$ cat config.mk
export PLATFORM = sky130hd
export DESIGN_NAME = drt_top
export DESIGN_NICKNAME = d
export VERILOG_FILES = /design/src/drt_pkg.sv /design/src/drt_tick_if.sv /design/src/drt_tick_gen.sv /design/src/drt_top.sv
export VERILOG_INCLUDE_DIRS = /design/src /design/src/src
export SDC_FILE = /design/constraint.sdc
export NUM_CORES = 1
export LEC_CHECK = 0
export BUFFER_PORTS_ARGS = -buffer_cell sky130_fd_sc_hd__buf_4
export CAP_MARGIN = 20
export CELL_PAD_IN_SITES_DETAIL_PLACEMENT = 1
export CELL_PAD_IN_SITES_GLOBAL_PLACEMENT = 2
export CORE_MARGIN = 1
export CORE_UTILIZATION = 35
export DETAILED_ROUTE_END_ITERATION = 7
export GPL_TIMING_DRIVEN = 0
export PLACE_DENSITY = 0.78
export REMOVE_ABC_BUFFERS = 1
export SYNTH_ARGS = -nofsm -noshare
export SYNTH_HDL_FRONTEND = slang
export SYNTH_SLANG_ARGS = --single-unit
$ cat constraint.sdc
create_clock -name I_CLK -period 2.7 [get_ports I_CLK]
set_input_delay 0.405 -clock I_CLK [delete_from_list [all_inputs] [get_ports I_CLK]]
set_output_delay 0.405 -clock I_CLK [all_outputs]
set_load 0.03 [all_outputs]
$ cat src/drt_defines.svh
// constants of the dual mode reload timer
`ifndef DRT_DEFINES_SVH
`define DRT_DEFINES_SVH

// special-function register addresses
`define DRT_ADDR_CTRL     8'h91
`define DRT_ADDR_RL_LO    8'h92
`define DRT_ADDR_RL_HI    8'h93
`define DRT_ADDR_CNT_LO   8'h94
`define DRT_ADDR_CNT_HI   8'h95

// control register fields
`define DRT_BIT_HIGH_OVF  7
`define DRT_BIT_LOW_OVF   6
`define DRT_BIT_LOW_IEN   5
`define DRT_BIT_CAP_EN    4
`define DRT_BIT_SPLIT     3
`define DRT_BIT_RUN       2
`define DRT_BIT_XCLK      0

// reset values and limits
`define DRT_RESET_BYTE    8'h00
`define DRT_BYTE_FULL     8'hff

// clock dividers, in system clock cycles and external edges
`define DRT_SYS_DIV       4'hc
`define DRT_EXT_DIV       3'h7

`endif

$ cat src/drt_pkg.sv
// types of the dual mode reload timer
package drt_pkg;
    typedef logic [7:0] drt_byte_t;
    typedef enum logic {
        DRT_MODE_WIDE,
        DRT_MODE_SPLIT
    } drt_mode_t;
endpackage : drt_pkg

$ cat src/drt_tick_if.sv
// tick enables passed from the tick generator to the timer core
interface drt_tick_if;
    logic div12_tick;
    logic ext_tick;
    logic lfo_rise;
    modport gen (output div12_tick, output ext_tick, output lfo_rise);
    modport use_side (input div12_tick, input ext_tick, input lfo_rise);
endinterface : drt_tick_if

$ cat src/drt_tick_gen.sv
// tick generator: div-12 enable, synced ext div-8, lfo edge
module drt_tick_gen
    import drt_pkg::*;
(
    input  wire logic i_clk,
    input  wire logic i_rst_n,
    input  wire logic i_ext_osc,
    input  wire logic i_lfo,
    drt_tick_if.gen   tk
);
    `include "drt_defines.svh"

    logic [3:0] div_reg;
    logic       ext_s1_reg;
    logic       ext_s2_reg;
    logic       ext_d_reg;
    logic [2:0] ext_cnt_reg;
    logic       lfo_s1_reg;
    logic       lfo_s2_reg;
    logic       lfo_d_reg;

    // ----------------------------------------------------------------
    // system clock divided by 12
    // ----------------------------------------------------------------
    wire logic div_end = (div_reg == (`DRT_SYS_DIV - 4'h1));

    always_ff @(posedge i_clk) begin
        if (!i_rst_n) div_reg <= 4'h0;
        else div_reg <= div_end ? 4'h0 : div_reg + 4'h1;
    end

    // ----------------------------------------------------------------
    // pin synchronisers, first stage read only by the second
    // ----------------------------------------------------------------
    always_ff @(posedge i_clk) begin
        if (!i_rst_n) begin
            {ext_s1_reg, ext_s2_reg, ext_d_reg} <= 3'h0;
            {lfo_s1_reg, lfo_s2_reg, lfo_d_reg} <= 3'h0;
        end else begin
            {ext_s1_reg, ext_s2_reg, ext_d_reg} <=
                {i_ext_osc, ext_s1_reg, ext_s2_reg};
            {lfo_s1_reg, lfo_s2_reg, lfo_d_reg} <=
                {i_lfo, lfo_s1_reg, lfo_s2_reg};
        end
    end

    // external oscillator rising edges counted by eight
    wire logic ext_rise = ext_s2_reg && !ext_d_reg;

    always_ff @(posedge i_clk) begin
        if (!i_rst_n) ext_cnt_reg <= 3'h0;
        else if (ext_rise) ext_cnt_reg <= ext_cnt_reg + 3'h1;
    end

    assign tk.div12_tick = div_end;
    assign tk.ext_tick   = ext_rise && (ext_cnt_reg == `DRT_EXT_DIV);
    assign tk.lfo_rise   = lfo_s2_reg && !lfo_d_reg;
endmodule : drt_tick_gen

$ cat src/drt_top.sv
// dual mode reload timer: sfr registers, counters, flags, request
module drt_top
    import drt_pkg::*;
(
    input  wire logic       I_CLK,
    input  wire logic       I_RST_N,
    input  wire logic [7:0] I_SFR_ADDR,
    input  wire logic [7:0] I_SFR_WDATA,
    input  wire logic       I_SFR_WR,
    input  wire logic       I_SFR_RD,
    input  wire logic       I_TIMER_IRQ_EN,
    input  wire logic       I_HIGH_BYTE_CLOCK_SELECT,
    input  wire logic       I_LOW_BYTE_CLOCK_SELECT,
    input  wire logic       I_EXT_OSC,
    input  wire logic       I_LFO,
    output logic      [7:0] O_SFR_RDATA,
    output logic            O_IRQ_REQ
);
    `include "drt_defines.svh"

    // ----------------------------------------------------------------
    // state
    // ----------------------------------------------------------------
    logic      high_overflow_flag_reg;
    logic      low_overflow_flag_reg;
    logic      low_byte_irq_enable_reg;
    logic      lfo_capture_enable_reg;
    drt_mode_t mode_reg;
    logic      run_control_reg;
    logic      external_clock_select_reg;
    drt_byte_t reload_low_byte_reg;
    drt_byte_t reload_high_byte_reg;
    drt_byte_t count_low_byte_reg;
    drt_byte_t count_high_byte_reg;
    drt_byte_t rdata_reg;
    logic      irq_reg;

    // ----------------------------------------------------------------
    // tick sources
    // ----------------------------------------------------------------
    drt_tick_if tk ();

    drt_tick_gen u_tick_gen (
        .i_clk     (I_CLK),
        .i_rst_n   (I_RST_N),
        .i_ext_osc (I_EXT_OSC),
        .i_lfo     (I_LFO),
        .tk        (tk)
    );

    // ----------------------------------------------------------------
    // register decode
    // ----------------------------------------------------------------
    wire logic wr_ctrl   = I_SFR_WR && (I_SFR_ADDR == `DRT_ADDR_CTRL);
    wire logic wr_rl_lo  = I_SFR_WR && (I_SFR_ADDR == `DRT_ADDR_RL_LO);
    wire logic wr_rl_hi  = I_SFR_WR && (I_SFR_ADDR == `DRT_ADDR_RL_HI);
    wire logic wr_cnt_lo = I_SFR_WR && (I_SFR_ADDR == `DRT_ADDR_CNT_LO);
    wire logic wr_cnt_hi = I_SFR_WR && (I_SFR_ADDR == `DRT_ADDR_CNT_HI);

    // ----------------------------------------------------------------
    // clock selection per byte
    // ----------------------------------------------------------------
    // shared slow source: one select bit for both bytes
    wire logic src_tick = external_clock_select_reg ?
                          tk.ext_tick : tk.div12_tick;

    // select of one means every system clock cycle
    wire logic tick_low  = I_LOW_BYTE_CLOCK_SELECT || src_tick;
    wire logic tick_high = I_HIGH_BYTE_CLOCK_SELECT || src_tick;

    // ----------------------------------------------------------------
    // advance enables
    // ----------------------------------------------------------------
    wire logic is_split = (mode_reg == DRT_MODE_SPLIT);

    // wide mode: run gates the whole count, low select clocks it
    wire logic adv_wide = !is_split && run_control_reg
                          && tick_low;

    // split mode: low byte always runs, high byte gated by run
    wire logic adv_lo_split = is_split && tick_low;
    wire logic adv_hi_split = is_split && run_control_reg
                              && tick_high;

    wire logic low_full  = (count_low_byte_reg == `DRT_BYTE_FULL);
    wire logic high_full = (count_high_byte_reg == `DRT_BYTE_FULL);

    // ----------------------------------------------------------------
    // rollover events, only when the byte actually advances
    // ----------------------------------------------------------------
    wire logic wrap_wide = adv_wide && low_full && high_full;

    wire logic low_roll = (adv_wide || adv_lo_split)
                          && low_full;

    wire logic high_roll = wrap_wide
                           || (adv_hi_split && high_full);

    wire logic capture = lfo_capture_enable_reg && I_TIMER_IRQ_EN
                         && tk.lfo_rise;

    // ----------------------------------------------------------------
    // next count values
    // ----------------------------------------------------------------
    // low byte: wide wrap and split wrap both reload the low byte
    wire drt_byte_t low_inc = drt_byte_t'(count_low_byte_reg + 8'h01);

    wire drt_byte_t low_adv =
        (wrap_wide || (adv_lo_split && low_full)) ?
        reload_low_byte_reg : low_inc;

    wire drt_byte_t count_low_byte_next =
        wr_cnt_lo                    ? I_SFR_WDATA :
        (adv_wide || adv_lo_split)   ? low_adv :
                                       count_low_byte_reg;

    // high byte: carry from low in wide mode, own ticks in split
    wire drt_byte_t high_inc = drt_byte_t'(count_high_byte_reg + 8'h01);

    wire logic high_step = (adv_wide && low_full) || adv_hi_split;

    wire drt_byte_t high_adv =
        (wrap_wide || (adv_hi_split && high_full)) ?
        reload_high_byte_reg : high_inc;

    wire drt_byte_t count_high_byte_next =
        wr_cnt_hi  ? I_SFR_WDATA :
        high_step  ? high_adv :
                     count_high_byte_reg;

    // ----------------------------------------------------------------
    // next reload values: capture wins over a software write
    // ----------------------------------------------------------------
    wire drt_byte_t reload_low_byte_next =
        capture  ? count_low_byte_reg :
        wr_rl_lo ? I_SFR_WDATA :
                   reload_low_byte_reg;

    wire drt_byte_t reload_high_byte_next =
        capture  ? count_high_byte_reg :
        wr_rl_hi ? I_SFR_WDATA :
                   reload_high_byte_reg;

    // ----------------------------------------------------------------
    // overflow flags: set beats a clear written in the same cycle
    // ----------------------------------------------------------------
    wire logic high_flag_base = wr_ctrl ?
        I_SFR_WDATA[`DRT_BIT_HIGH_OVF] : high_overflow_flag_reg;

    wire logic high_overflow_flag_next =
        high_flag_base || high_roll || capture;

    wire logic low_flag_base = wr_ctrl ?
        I_SFR_WDATA[`DRT_BIT_LOW_OVF] : low_overflow_flag_reg;

    wire logic low_overflow_flag_next =
        low_flag_base || low_roll;

    // ----------------------------------------------------------------
    // interrupt request level
    // ----------------------------------------------------------------
    // low flag only counts when its own enable is set
    wire logic irq_next = I_TIMER_IRQ_EN
        && (high_overflow_flag_reg
            || (low_byte_irq_enable_reg
                && low_overflow_flag_reg));

    // ----------------------------------------------------------------
    // read mux
    // ----------------------------------------------------------------
    wire drt_byte_t ctrl_view = {
        high_overflow_flag_reg,
        low_overflow_flag_reg,
        low_byte_irq_enable_reg,
        lfo_capture_enable_reg,
        is_split,
        run_control_reg,
        1'h0,
        external_clock_select_reg
    };

    wire drt_byte_t rd_mux =
        (I_SFR_ADDR == `DRT_ADDR_CTRL)   ? ctrl_view :
        (I_SFR_ADDR == `DRT_ADDR_RL_LO)  ? reload_low_byte_reg :
        (I_SFR_ADDR == `DRT_ADDR_RL_HI)  ? reload_high_byte_reg :
        (I_SFR_ADDR == `DRT_ADDR_CNT_LO) ? count_low_byte_reg :
        (I_SFR_ADDR == `DRT_ADDR_CNT_HI) ? count_high_byte_reg :
                                           `DRT_RESET_BYTE;

    // mode from the written split bit
    wire drt_mode_t mode_wr = I_SFR_WDATA[`DRT_BIT_SPLIT] ?
                              DRT_MODE_SPLIT : DRT_MODE_WIDE;

    // ----------------------------------------------------------------
    // control bits written by software
    // ----------------------------------------------------------------
    // bit one has no storage, so writes to it vanish
    always_ff @(posedge I_CLK) begin
        if (!I_RST_N) begin
            low_byte_irq_enable_reg   <= 1'h0;
            lfo_capture_enable_reg    <= 1'h0;
            mode_reg                  <= DRT_MODE_WIDE;
            run_control_reg           <= 1'h0;
            external_clock_select_reg <= 1'h0;
        end else if (wr_ctrl) begin
            low_byte_irq_enable_reg   <= I_SFR_WDATA[`DRT_BIT_LOW_IEN];
            lfo_capture_enable_reg    <= I_SFR_WDATA[`DRT_BIT_CAP_EN];
            mode_reg                  <= mode_wr;
            run_control_reg           <= I_SFR_WDATA[`DRT_BIT_RUN];
            external_clock_select_reg <= I_SFR_WDATA[`DRT_BIT_XCLK];
        end
    end

    // ----------------------------------------------------------------
    // overflow flags
    // ----------------------------------------------------------------
    // never cleared by hardware, interrupt entry included
    always_ff @(posedge I_CLK) begin
        if (!I_RST_N) begin
            high_overflow_flag_reg <= 1'h0;
            low_overflow_flag_reg  <= 1'h0;
        end else begin
            high_overflow_flag_reg <= high_overflow_flag_next;
            low_overflow_flag_reg  <= low_overflow_flag_next;
        end
    end

    // ----------------------------------------------------------------
    // reload pair
    // ----------------------------------------------------------------
    always_ff @(posedge I_CLK) begin
        if (!I_RST_N) begin
            reload_low_byte_reg  <= `DRT_RESET_BYTE;
            reload_high_byte_reg <= `DRT_RESET_BYTE;
        end else begin
            reload_low_byte_reg  <= reload_low_byte_next;
            reload_high_byte_reg <= reload_high_byte_next;
        end
    end

    // ----------------------------------------------------------------
    // count bytes
    // ----------------------------------------------------------------
    // a software write to a count byte beats its advance
    always_ff @(posedge I_CLK) begin
        if (!I_RST_N) begin
            count_low_byte_reg  <= `DRT_RESET_BYTE;
            count_high_byte_reg <= `DRT_RESET_BYTE;
        end else begin
            count_low_byte_reg  <= count_low_byte_next;
            count_high_byte_reg <= count_high_byte_next;
        end
    end

    // ----------------------------------------------------------------
    // read data, held until the next read
    // ----------------------------------------------------------------
    always_ff @(posedge I_CLK) begin
        if (!I_RST_N) rdata_reg <= `DRT_RESET_BYTE;
        else if (I_SFR_RD) rdata_reg <= rd_mux;
    end

    // ----------------------------------------------------------------
    // interrupt request
    // ----------------------------------------------------------------
    always_ff @(posedge I_CLK) begin
        if (!I_RST_N) irq_reg <= 1'h0;
        else irq_reg <= irq_next;
    end

    // ----------------------------------------------------------------
    // outputs
    // ----------------------------------------------------------------
    assign O_SFR_RDATA = rdata_reg;
    assign O_IRQ_REQ   = irq_reg;
endmodule : drt_top

==> results.md, run 1 <==
Yosys:
- Of the post-synthesis cell area, the dominant cell type holds 38.2%.
- The Yosys warning count is 0.
- The leading area contributor after synthesis is dfxtp_1.
- In this run, synthesis inferred 0 flip-flops with an integrated enable.
- The post-synthesis share of cell area spent on full adders, half adders and majority gates is 1.96%.
- dfxtp_1 is the most common cell in the netlist.
- After synthesis, the mean cell area works out to 8.50 um2.
- The number of different library cells used by synthesis comes to 50.
- The register bit total from synthesis is 61.
- For this run, the leading register cell type out of synthesis is dfxtp_1.
- The commonest cells after synthesis are 61 x dfxtp_1, 40 x nor2_1, 32 x mux2i_1.
- The post-synthesis mux area share is 10.5%.
- The fraction of synthesized cell area in xor and xnor cells is 2.74%.
- Yosys attributes the largest share of cell area to dfxtp_1 38%, mux2i_1 10%, a22oi_1 5.4%.
- The combinational family with the most area after synthesis is compound AO/OA/AOI/OAI gates.
- The portion of the post-synthesis area used by sequential elements is 38.2%.
- In the synthesized netlist the async set-or-reset flop fraction comes to 0%.
- The post-synthesis instance area is 0.00320 mm2.
- The synthesized netlist devotes 19.8% of its cell area to simple gates.
- The number of instances in the synthesized netlist is 376.
- The post-synthesis compound-gate area fraction is 22.8%.

Die:
- Once the floorplan was initialized, standard cells occupied 36.5% of the core.
- The total area inside the core boundary comes to 0.00876 mm2.
- The die is 97.6 um tall.
- The floorplan has 34 rows.
- The die covers 0.00952 mm2.
- From left edge to right edge, the die measures 97.6 um.
- 34 I/O pins were placed.

Global route:
- The remaining global-route overflow is 0.
- Global routing used 22.9% of the available tracks across all layers.
- The via count of the first global-routing pass is 3013.
- The pin count of the biggest net entering global routing is 34.
- The number of antenna violations at the first check in global routing is 0.
- The first global-routing pass estimated 16.8 mm of wire.

CTS:
- In this run the clock root is driven by a clkbuf_8.
- The H-tree was split into 3 levels.
- The clock latency at the later pin of the worst-skew pair is 360 ps.
- In this run the deepest clock path goes through 2 buffers.
- TritonCTS built the clock tree.
- Hold repair after CTS inserted 0 buffers.
- Clock-pin slew was measured on the worst setup and hold paths at 80 ps.
- The number of buffers inserted to repair setup after CTS is 0.
- The CTS buffer count is 9.
- The number of gates resized after CTS was 0.
- Counting every sink on the clock net gives 61.

Timing:
- The final count of negative-setup-slack endpoints is 0.
- Measured against its own limit, the worst slew margin works out to 39.6%.
- The number of max-slew violations in the final report is 0.
- The highest achievable clock rate is 401 MHz.
- Dividing the final minimum period by the clock period gives 92.3%.
- The time the final worst path needs with I/O delays and setup is 2490 ps.
- The worst clock skew is 14.9 ps.
- At the pin with the least slew margin, the transition time is 898 ps.
- The number of endpoints with negative hold slack in the final report was 0.
- Setup repair after global routing left no endpoint under its margin.

Power:
- The internal power summed over all cells is 1.41 mW.
- Of the total power, the share spent switching nets is 25.9%.
- The peak supply drop is 0.172 mV.
- Power spread over the standard cell area amounts to 507 mW/mm2.
- The clock network fraction of total power is 45.7%.
- Summed over all nets, the switching power comes to 494 uW.
- Combinational logic is responsible for 6.4% of the overall power.
- The share of power burned in registers is 47.9%.
- The cell leakage power is 1.55 nW.

Place:
- The count of buffers added on input and output ports is 33.
- Summing all placed instances gives a cell area of 0.00351 mm2.
- In this run, placement finished with an instance count of 495.
- The half-perimeter wire length after placement is 7.26 mm.
- The final weighted congestion of routability-driven global placement is 0.777.

Finish:
- At the end of the flow the core is filled with cells to 42.9%.
- The final instance area is 0.00376 mm2.
- The repair_antennas step left the layout with diodes totalling 0.
- The area of the multi-input gates is 0.00185 mm2.
- The area of all sequential standard cells is 0.00122 mm2.
- The layout has 1047 filler cells.
- The area growth from synthesis to layout is 17.7%.
- The number of non-filler instances in the completed layout is 514.
- At the end of the flow, the number of nets in the layout was 431.
- The post-route netlist has 15.3% of its cells at a drive strength greater than 1.

Worst setup path:
- The endpoint kind of the worst setup timing path is a flop.
- The stage delay of the slowest cell on the critical path is 750 ps.
- The cell type of the slowest stage on the worst timing path is nand4_1.
- Data on the critical path is required at its endpoint by 2950 ps.
- Traced cell by cell, the critical path runs through buf_4 -> or3b_4 -> nor2_1 -> nand4_1 -> mux2i_1 -> a21oi_1.
- On the critical path the largest part of the delay comes from simple AND/OR/NAND/NOR gates.
- At the worst endpoint, the arrival time is 2740 ps.
- STA classifies the critical path startpoint as an input port.
- The reg-to-reg critical path startpoint is count_low_byte_reg[0].
- The worst setup path is of the input port to flop kind.
- The buffering stage count on the worst path with inverters included is 1.
- Along the worst path, the maximum fanout reaches 13.
- The critical path startpoint is I_SFR_ADDR[5].

Worst hold path:
- The launch point of the worst hold path is I_EXT_OSC.
- The worst min-delay path class is input port to flop.

Routing:
- The post-detailed-route count of antenna-violating nets is 0.
- The total routed wirelength is 10.4 mm.
- Before antenna repair, the detailed router went through 5 iterations.
- In the routed design, unresolved DRC markers number 0.
- The final route contains 2993 vias.
- The number of DRC violations after detailed-routing iteration 0 is 173.
- Dividing the detail-routed wire length by the instance count gives 20.1 um.
- In the routed layout, each cell is associated on average with a via count of 5.82.

Job:
- The max-capacitance violation count is 0.

Outcome:
- The run finished with clean final reports.
-- stage by stage --
stage / power, mW / hold WS (ps) / setup slack, ps / TNS [ps]
after floorplan: 0.982 / 412 / 453 / 0
after global placement: 1.05 / 417 / -231 / -3970
after detailed placement: 1.05 / 421 / -267 / -3370
after CTS: 1.92 / 245 / 88.8 / 0
after global routing: 1.98 / 250 / 28.8 / 0
final: 1.91 / 249 / 207 / 0
-- routing by layer --
layer / share of wire, % / wire length [um] / track usage, % / up-vias
li1: - / - / - / 1446
met1: 48 / 5010 / 31.0 / 1479
met2: 46 / 4800 / 36.5 / 58
met3: 4.0 / 415 / 5.18 / 10
met4: 1.2 / 129 / 6.56 / 0
met5: 0 / 0 / 0 / -
-- power by group through the flow --
stage / logic (mW) / registers, mW / clock network [mW]
final: 0.122 / 0.915 / 0.873
after global routing: 0.133 / 0.916 / 0.927
after CTS: 0.116 / 0.915 / 0.887
after detailed placement: 0.115 / 0.936 / 0
after global placement: 0.111 / 0.935 / 0
after floorplan: 0.0472 / 0.934 / 0
-- layout make-up --
cell class / count / share of cell area (%)
multi-input cells: 284 / 49.2
flip-flops and latches: 61 / 32.4
repair buffers: 39 / 8.61
clock buffers: 10 / 3.66
well taps: 108 / 3.59
clock inverters: 6 / 1.86
inverters: 6 / 0.598
-- kinds of logic (layout without fill, tap and decap cells) --
kind of cell	after synthesis	in the layout
simple gates	124	124
xor+xnor	10	10
compound gates	112	112
fa+ha+maj	5	5
buf+inv	31	61
mux	33	33
flops	61	61
-- worst paths after layout --
kind              depth (start not counted)  slack, ps                     end
setup reg to reg                          6        380  count_high_byte_reg[2]
hold reg to reg                           1        450   u_tick_gen.div_reg[0]
hold / removal                            2        250   u_tick_gen.ext_s1_reg
setup / recovery                          6        210  reload_low_byte_reg[3]
-- placed cells by master, fill, tap and decap left out, types with 2 or more instances in the layout --
cell type and instances:
a211o_1 2, a211oi_1 8, a21oi_1 24, a22oi_1 23, a311oi_1 2, a31oi_1 7
and2_1 7, and3_1 5, and4_1 3, buf_4 36, clkbuf_8 10, clkinvlp_4 3
dfxtp_1 61, ha_1 5, inv_1 6, mux2i_1 32, nand2_1 27, nand3_1 16
nand3b_1 2, nand4_1 6, nand4b_1 3, nor2_1 40, nor2b_1 3, nor4_2 2
o211ai_1 2, o21ai_0 20, o22ai_1 8, o311ai_0 2, o31ai_1 8, or3_1 2
xnor2_1 8, xor2_1 2
-- worst reg2reg max path, stage by stage (launching register included) --
cell and delay (ps):
dfxtp_1 530, ha_1 290, and4_1 340, o211ai_1 260, buf_4 280, or3_1 380
a31oi_1 160
(Power assumes the default switching activity.)
==> run 2, diff against run 1 <==
--- a/config.mk
+++ b/config.mk
@@ -9,12 +9,12 @@
 export BUFFER_PORTS_ARGS = -buffer_cell sky130_fd_sc_hd__buf_4
 export CAP_MARGIN = 20
 export CELL_PAD_IN_SITES_DETAIL_PLACEMENT = 1
-export CELL_PAD_IN_SITES_GLOBAL_PLACEMENT = 2
+export CELL_PAD_IN_SITES_GLOBAL_PLACEMENT = 1
 export CORE_MARGIN = 1
-export CORE_UTILIZATION = 35
+export CORE_UTILIZATION = 44
 export DETAILED_ROUTE_END_ITERATION = 7
 export GPL_TIMING_DRIVEN = 0
-export PLACE_DENSITY = 0.78
+export PLACE_DENSITY = 0.79
 export REMOVE_ABC_BUFFERS = 1
 export SYNTH_ARGS = -nofsm -noshare
 export SYNTH_HDL_FRONTEND = slang
==> run 2 against run 1 <==
Against the previous run: sequential cell count is the same; critical path type unchanged; clock skew shrank 4.6 ps; final area shrank 0.47%.
==> results.md, run 2 (synthesis results as in run 1) <==
Outcome:
- Outcome: complete, no violations (unchanged).

Place:
- The half-perimeter wire length after placement was 7.26 mm (about the same).
- The final weighted congestion of routability-driven global placement is 0.853 (was 0.777).
- The count of buffers inserted at the top-level ports came to 33 (unchanged).
- The number of instances in the placed design is 484 (was 495).
- The cell area after placement was 0.00350 mm2 (was 0.00351 mm2).

Global route:
- The via count of the first global-routing pass is 3105 (was 3013).
- The remaining global-route overflow is 0 (unchanged).
- The number of antenna violations at the first check in global routing was 0 (unchanged).
- The pin count of the biggest net entering global routing is 34 (unchanged).
- The global routing usage summed across all routing layers is 29.0% (was 22.9%).
- The global-route wire length before repair is 16.4 mm (was 16.8 mm).

Worst setup path:
- The buffering stage count on the worst path with inverters included is 1 (unchanged).
- The cell type of the slowest stage on the worst timing path was nand4_1 (unchanged).
- The reg-to-reg critical path startpoint is u_tick_gen.ext_cnt_reg[0] (was count_low_byte_reg[0]).
- The timing endpoint of the critical path is reload_high_byte_reg[0] (was reload_low_byte_reg[3]).
- The capture instance of the worst register-to-register path is count_low_byte_reg[1] (was count_high_byte_reg[2]).
- The critical path startpoint is I_SFR_ADDR[5] (unchanged).
- The classification of the worst setup path is input port to flop (unchanged).
- The family of cells with the greatest summed delay on the critical path was simple AND/OR/NAND/NOR gates (unchanged).
- The largest fanout on the critical path is 13 (unchanged).
- The number of cell instances on the worst register-to-register path is 7 (was 6).
- Cell Chain, Critical Path: buf_4 -> or3b_4 -> nor2_1 -> nand4_1 -> mux2i_1 -> a211oi_1 (was buf_4 -> or3b_4 -> nor2_1 -> nand4_1 -> mux2i_1 -> a21oi_1).
- The cell depth of the worst setup path came to 6 (unchanged).
- The stage delay of the slowest cell on the critical path is 750 ps (about the same).
- The data arrival time of the worst path is 2840 ps (was 2740 ps).
- The critical path startpoint category is an input port (unchanged).
- The reg-to-reg setup timing slack is 320 ps (was 380 ps).
- The endpoint kind of the worst setup timing path is a flop (unchanged).
- The critical path required time is 2950 ps (about the same).

Die:
- The initial cell density of the core is 46.3% (was 36.5%).
- The die outline area came to 0.00761 mm2 (was 0.00952 mm2).
- The count of boundary I/O pins came to 34 (unchanged).
- The core outline area came to 0.00691 mm2 (was 0.00876 mm2).
- The chip width is 87.2 um (was 97.6 um).
- The vertical extent of the die is 87.2 um (was 97.6 um).
- The number of rows in the core area is 30 (was 34).

CTS:
- The number of buffers inserted to repair setup after CTS came to 0 (unchanged).
- The number of clock sinks seen by CTS was 61 (unchanged).
- The hold buffer count at CTS came to 0 (unchanged).
- The CTS tree is built (unchanged).
- The clock latency at the later pin of the worst-skew pair came to 350 ps (was 360 ps).
- The clock slew seen by the registers of the worst setup and hold paths is 80 ps (about the same).
- The CTS root buffer is clkbuf_8 (unchanged).
- The CTS buffer count came to 9 (unchanged).
- The number of gates resized after cts is 0 (unchanged).
- The maximum buffer depth of the clock tree was 2 (unchanged).
- The number of levels in the clock H-tree is 3 (unchanged).

Routing:
- The detailed-routing iteration count for the pre-antenna-repair pass is 5 (unchanged).
- The total routed wirelength came to 10.6 mm (was 10.4 mm).
- The post-detailed-route count of antenna-violating nets is 0 (unchanged).
- The number of DRC violations after detailed-routing iteration 0 is 192 (was 173).
- The routed via count was 3190 (was 2993).
- The routed wire length per instance is 21.1 um (was 20.1 um).
- The remaining design rule violation count is 0 (unchanged).
- The via count normalized by instance count came to 6.35 (was 5.82).

Power:
- The peak supply drop was 0.279 mV (was 0.172 mV).
- The sum of internal, switching and leakage power is 1.90 mW (was 1.91 mW).
- The cell leakage power is 1.56 nW (was 1.55 nW).
- The power density normalized to cell area is 507 mW/mm2 (about the same).

Timing:
- The slew at the pin closest to its max-slew limit came to 897 ps (was 898 ps).
- Setup repair after global routing missed its margin: false (unchanged).
- The time the final worst path needs with I/O delays and setup is 2580 ps (was 2490 ps).
- The share of the clock period used by the worst path after layout is 95.6% (was 92.3%).
- The accumulated negative setup slack is 0 ps (unchanged).
- The final count of negative-setup-slack endpoints is 0 (unchanged).
- The worst clock skew was 10.2 ps (was 14.9 ps).
- The worst relative slew slack is 39.7% (was 39.6%).
- The number of max-slew violations in the final report is 0 (unchanged).
- The highest achievable clock rate is 387 MHz (was 401 MHz).
- The number of endpoints with negative hold slack in the final report is 0 (unchanged).

Finish:
- The final instance area was 0.00375 mm2 (was 0.00376 mm2).
- The diode insertion count for antenna repair is 0 (unchanged).
- The count of nets after finishing is 431 (unchanged).
- The ratio of cells with drive above 1 in the final layout is 15.0% (was 15.3%).
- Commonest non-fill, non-tap cells in the layout: 61 x dfxtp_1, 40 x nor2_1, 35 x buf_4, 32 x mux2i_1, 27 x nand2_1 (was 61 x dfxtp_1, 40 x nor2_1, 36 x buf_4, 32 x mux2i_1, 27 x nand2_1).
- The number of fillers in the final layout was 833 (was 1047).
- The post-layout utilization of the core is 54.2% (was 42.9%).
- The most common library cell in the layout ignoring fill and taps is dfxtp_1 (unchanged).
- The number of non-filler instances in the completed layout is 502 (was 514).
- The area added between synthesis and finish is 17.2% (was 17.7%).

Worst hold path:
- The launch point of the worst hold path was I_EXT_OSC (unchanged).
- The worst min-delay path class is input port to flop (unchanged).
- The worst hold path depth is 2 (unchanged).

Job:
- The max-capacitance violation count came to 0 (unchanged).
-- run 2: report_power, final --
| part | internal [mW] | switching (mW) | total (mW) |
|---|---|---|---|
| clock | 0.457 | 0.405 | 0.862 |
| combinational | 0.0500 | 0.0721 | 0.122 |
| sequential | 0.908 | 0.00687 | 0.915 |
| total | 1.42 | 0.484 | 1.90 |
-- run 2: per-stage QoR --
stage / setup WS [ps] / hold WS (ps)
5_1_grt: 10.8 / 260
2_1_floorplan: 453 / 412
3_5_place_dp: -203 / 436
3_3_place_gp: -163 / 414
6_report: 118 / 260
4_1_cts: 147 / 259
-- run 2: cell type report --
cell class / instances / area, um2 / share of cell area (%)
inverter: 6 / 22.5 / 0.601
sequential: 61 / 1220 / 32.6
clock buffer: 10 / 138 / 3.67
multi-input combinational: 284 / 1850 / 49.3
clock inverter: 6 / 70.1 / 1.87
tap: 96 / 120 / 3.21
timing repair buffer: 39 / 328 / 8.75
-- run 2: how the worst min path moves through the flow --
stage | endpoint | slack, ps
after global routing | u_tick_gen.ext_s1_reg | 260
after detailed placement | u_tick_gen.lfo_s2_reg | 440
after global placement | u_tick_gen.ext_s2_reg | 410
after floorplan | u_tick_gen.ext_s2_reg | 410
after CTS | u_tick_gen.lfo_s1_reg | 260
final | u_tick_gen.ext_s1_reg | 260
-- run 2: metal layers --
layer  GRT usage, %  part of all wire [%]  vias to the layer above
met4           15.2                   3.1                        0
met5              0                     0                        -
met1           37.2                    44                     1595
met3           4.55                   4.6                       23
met2           47.0                    48                      116
li1               -                     -                     1456
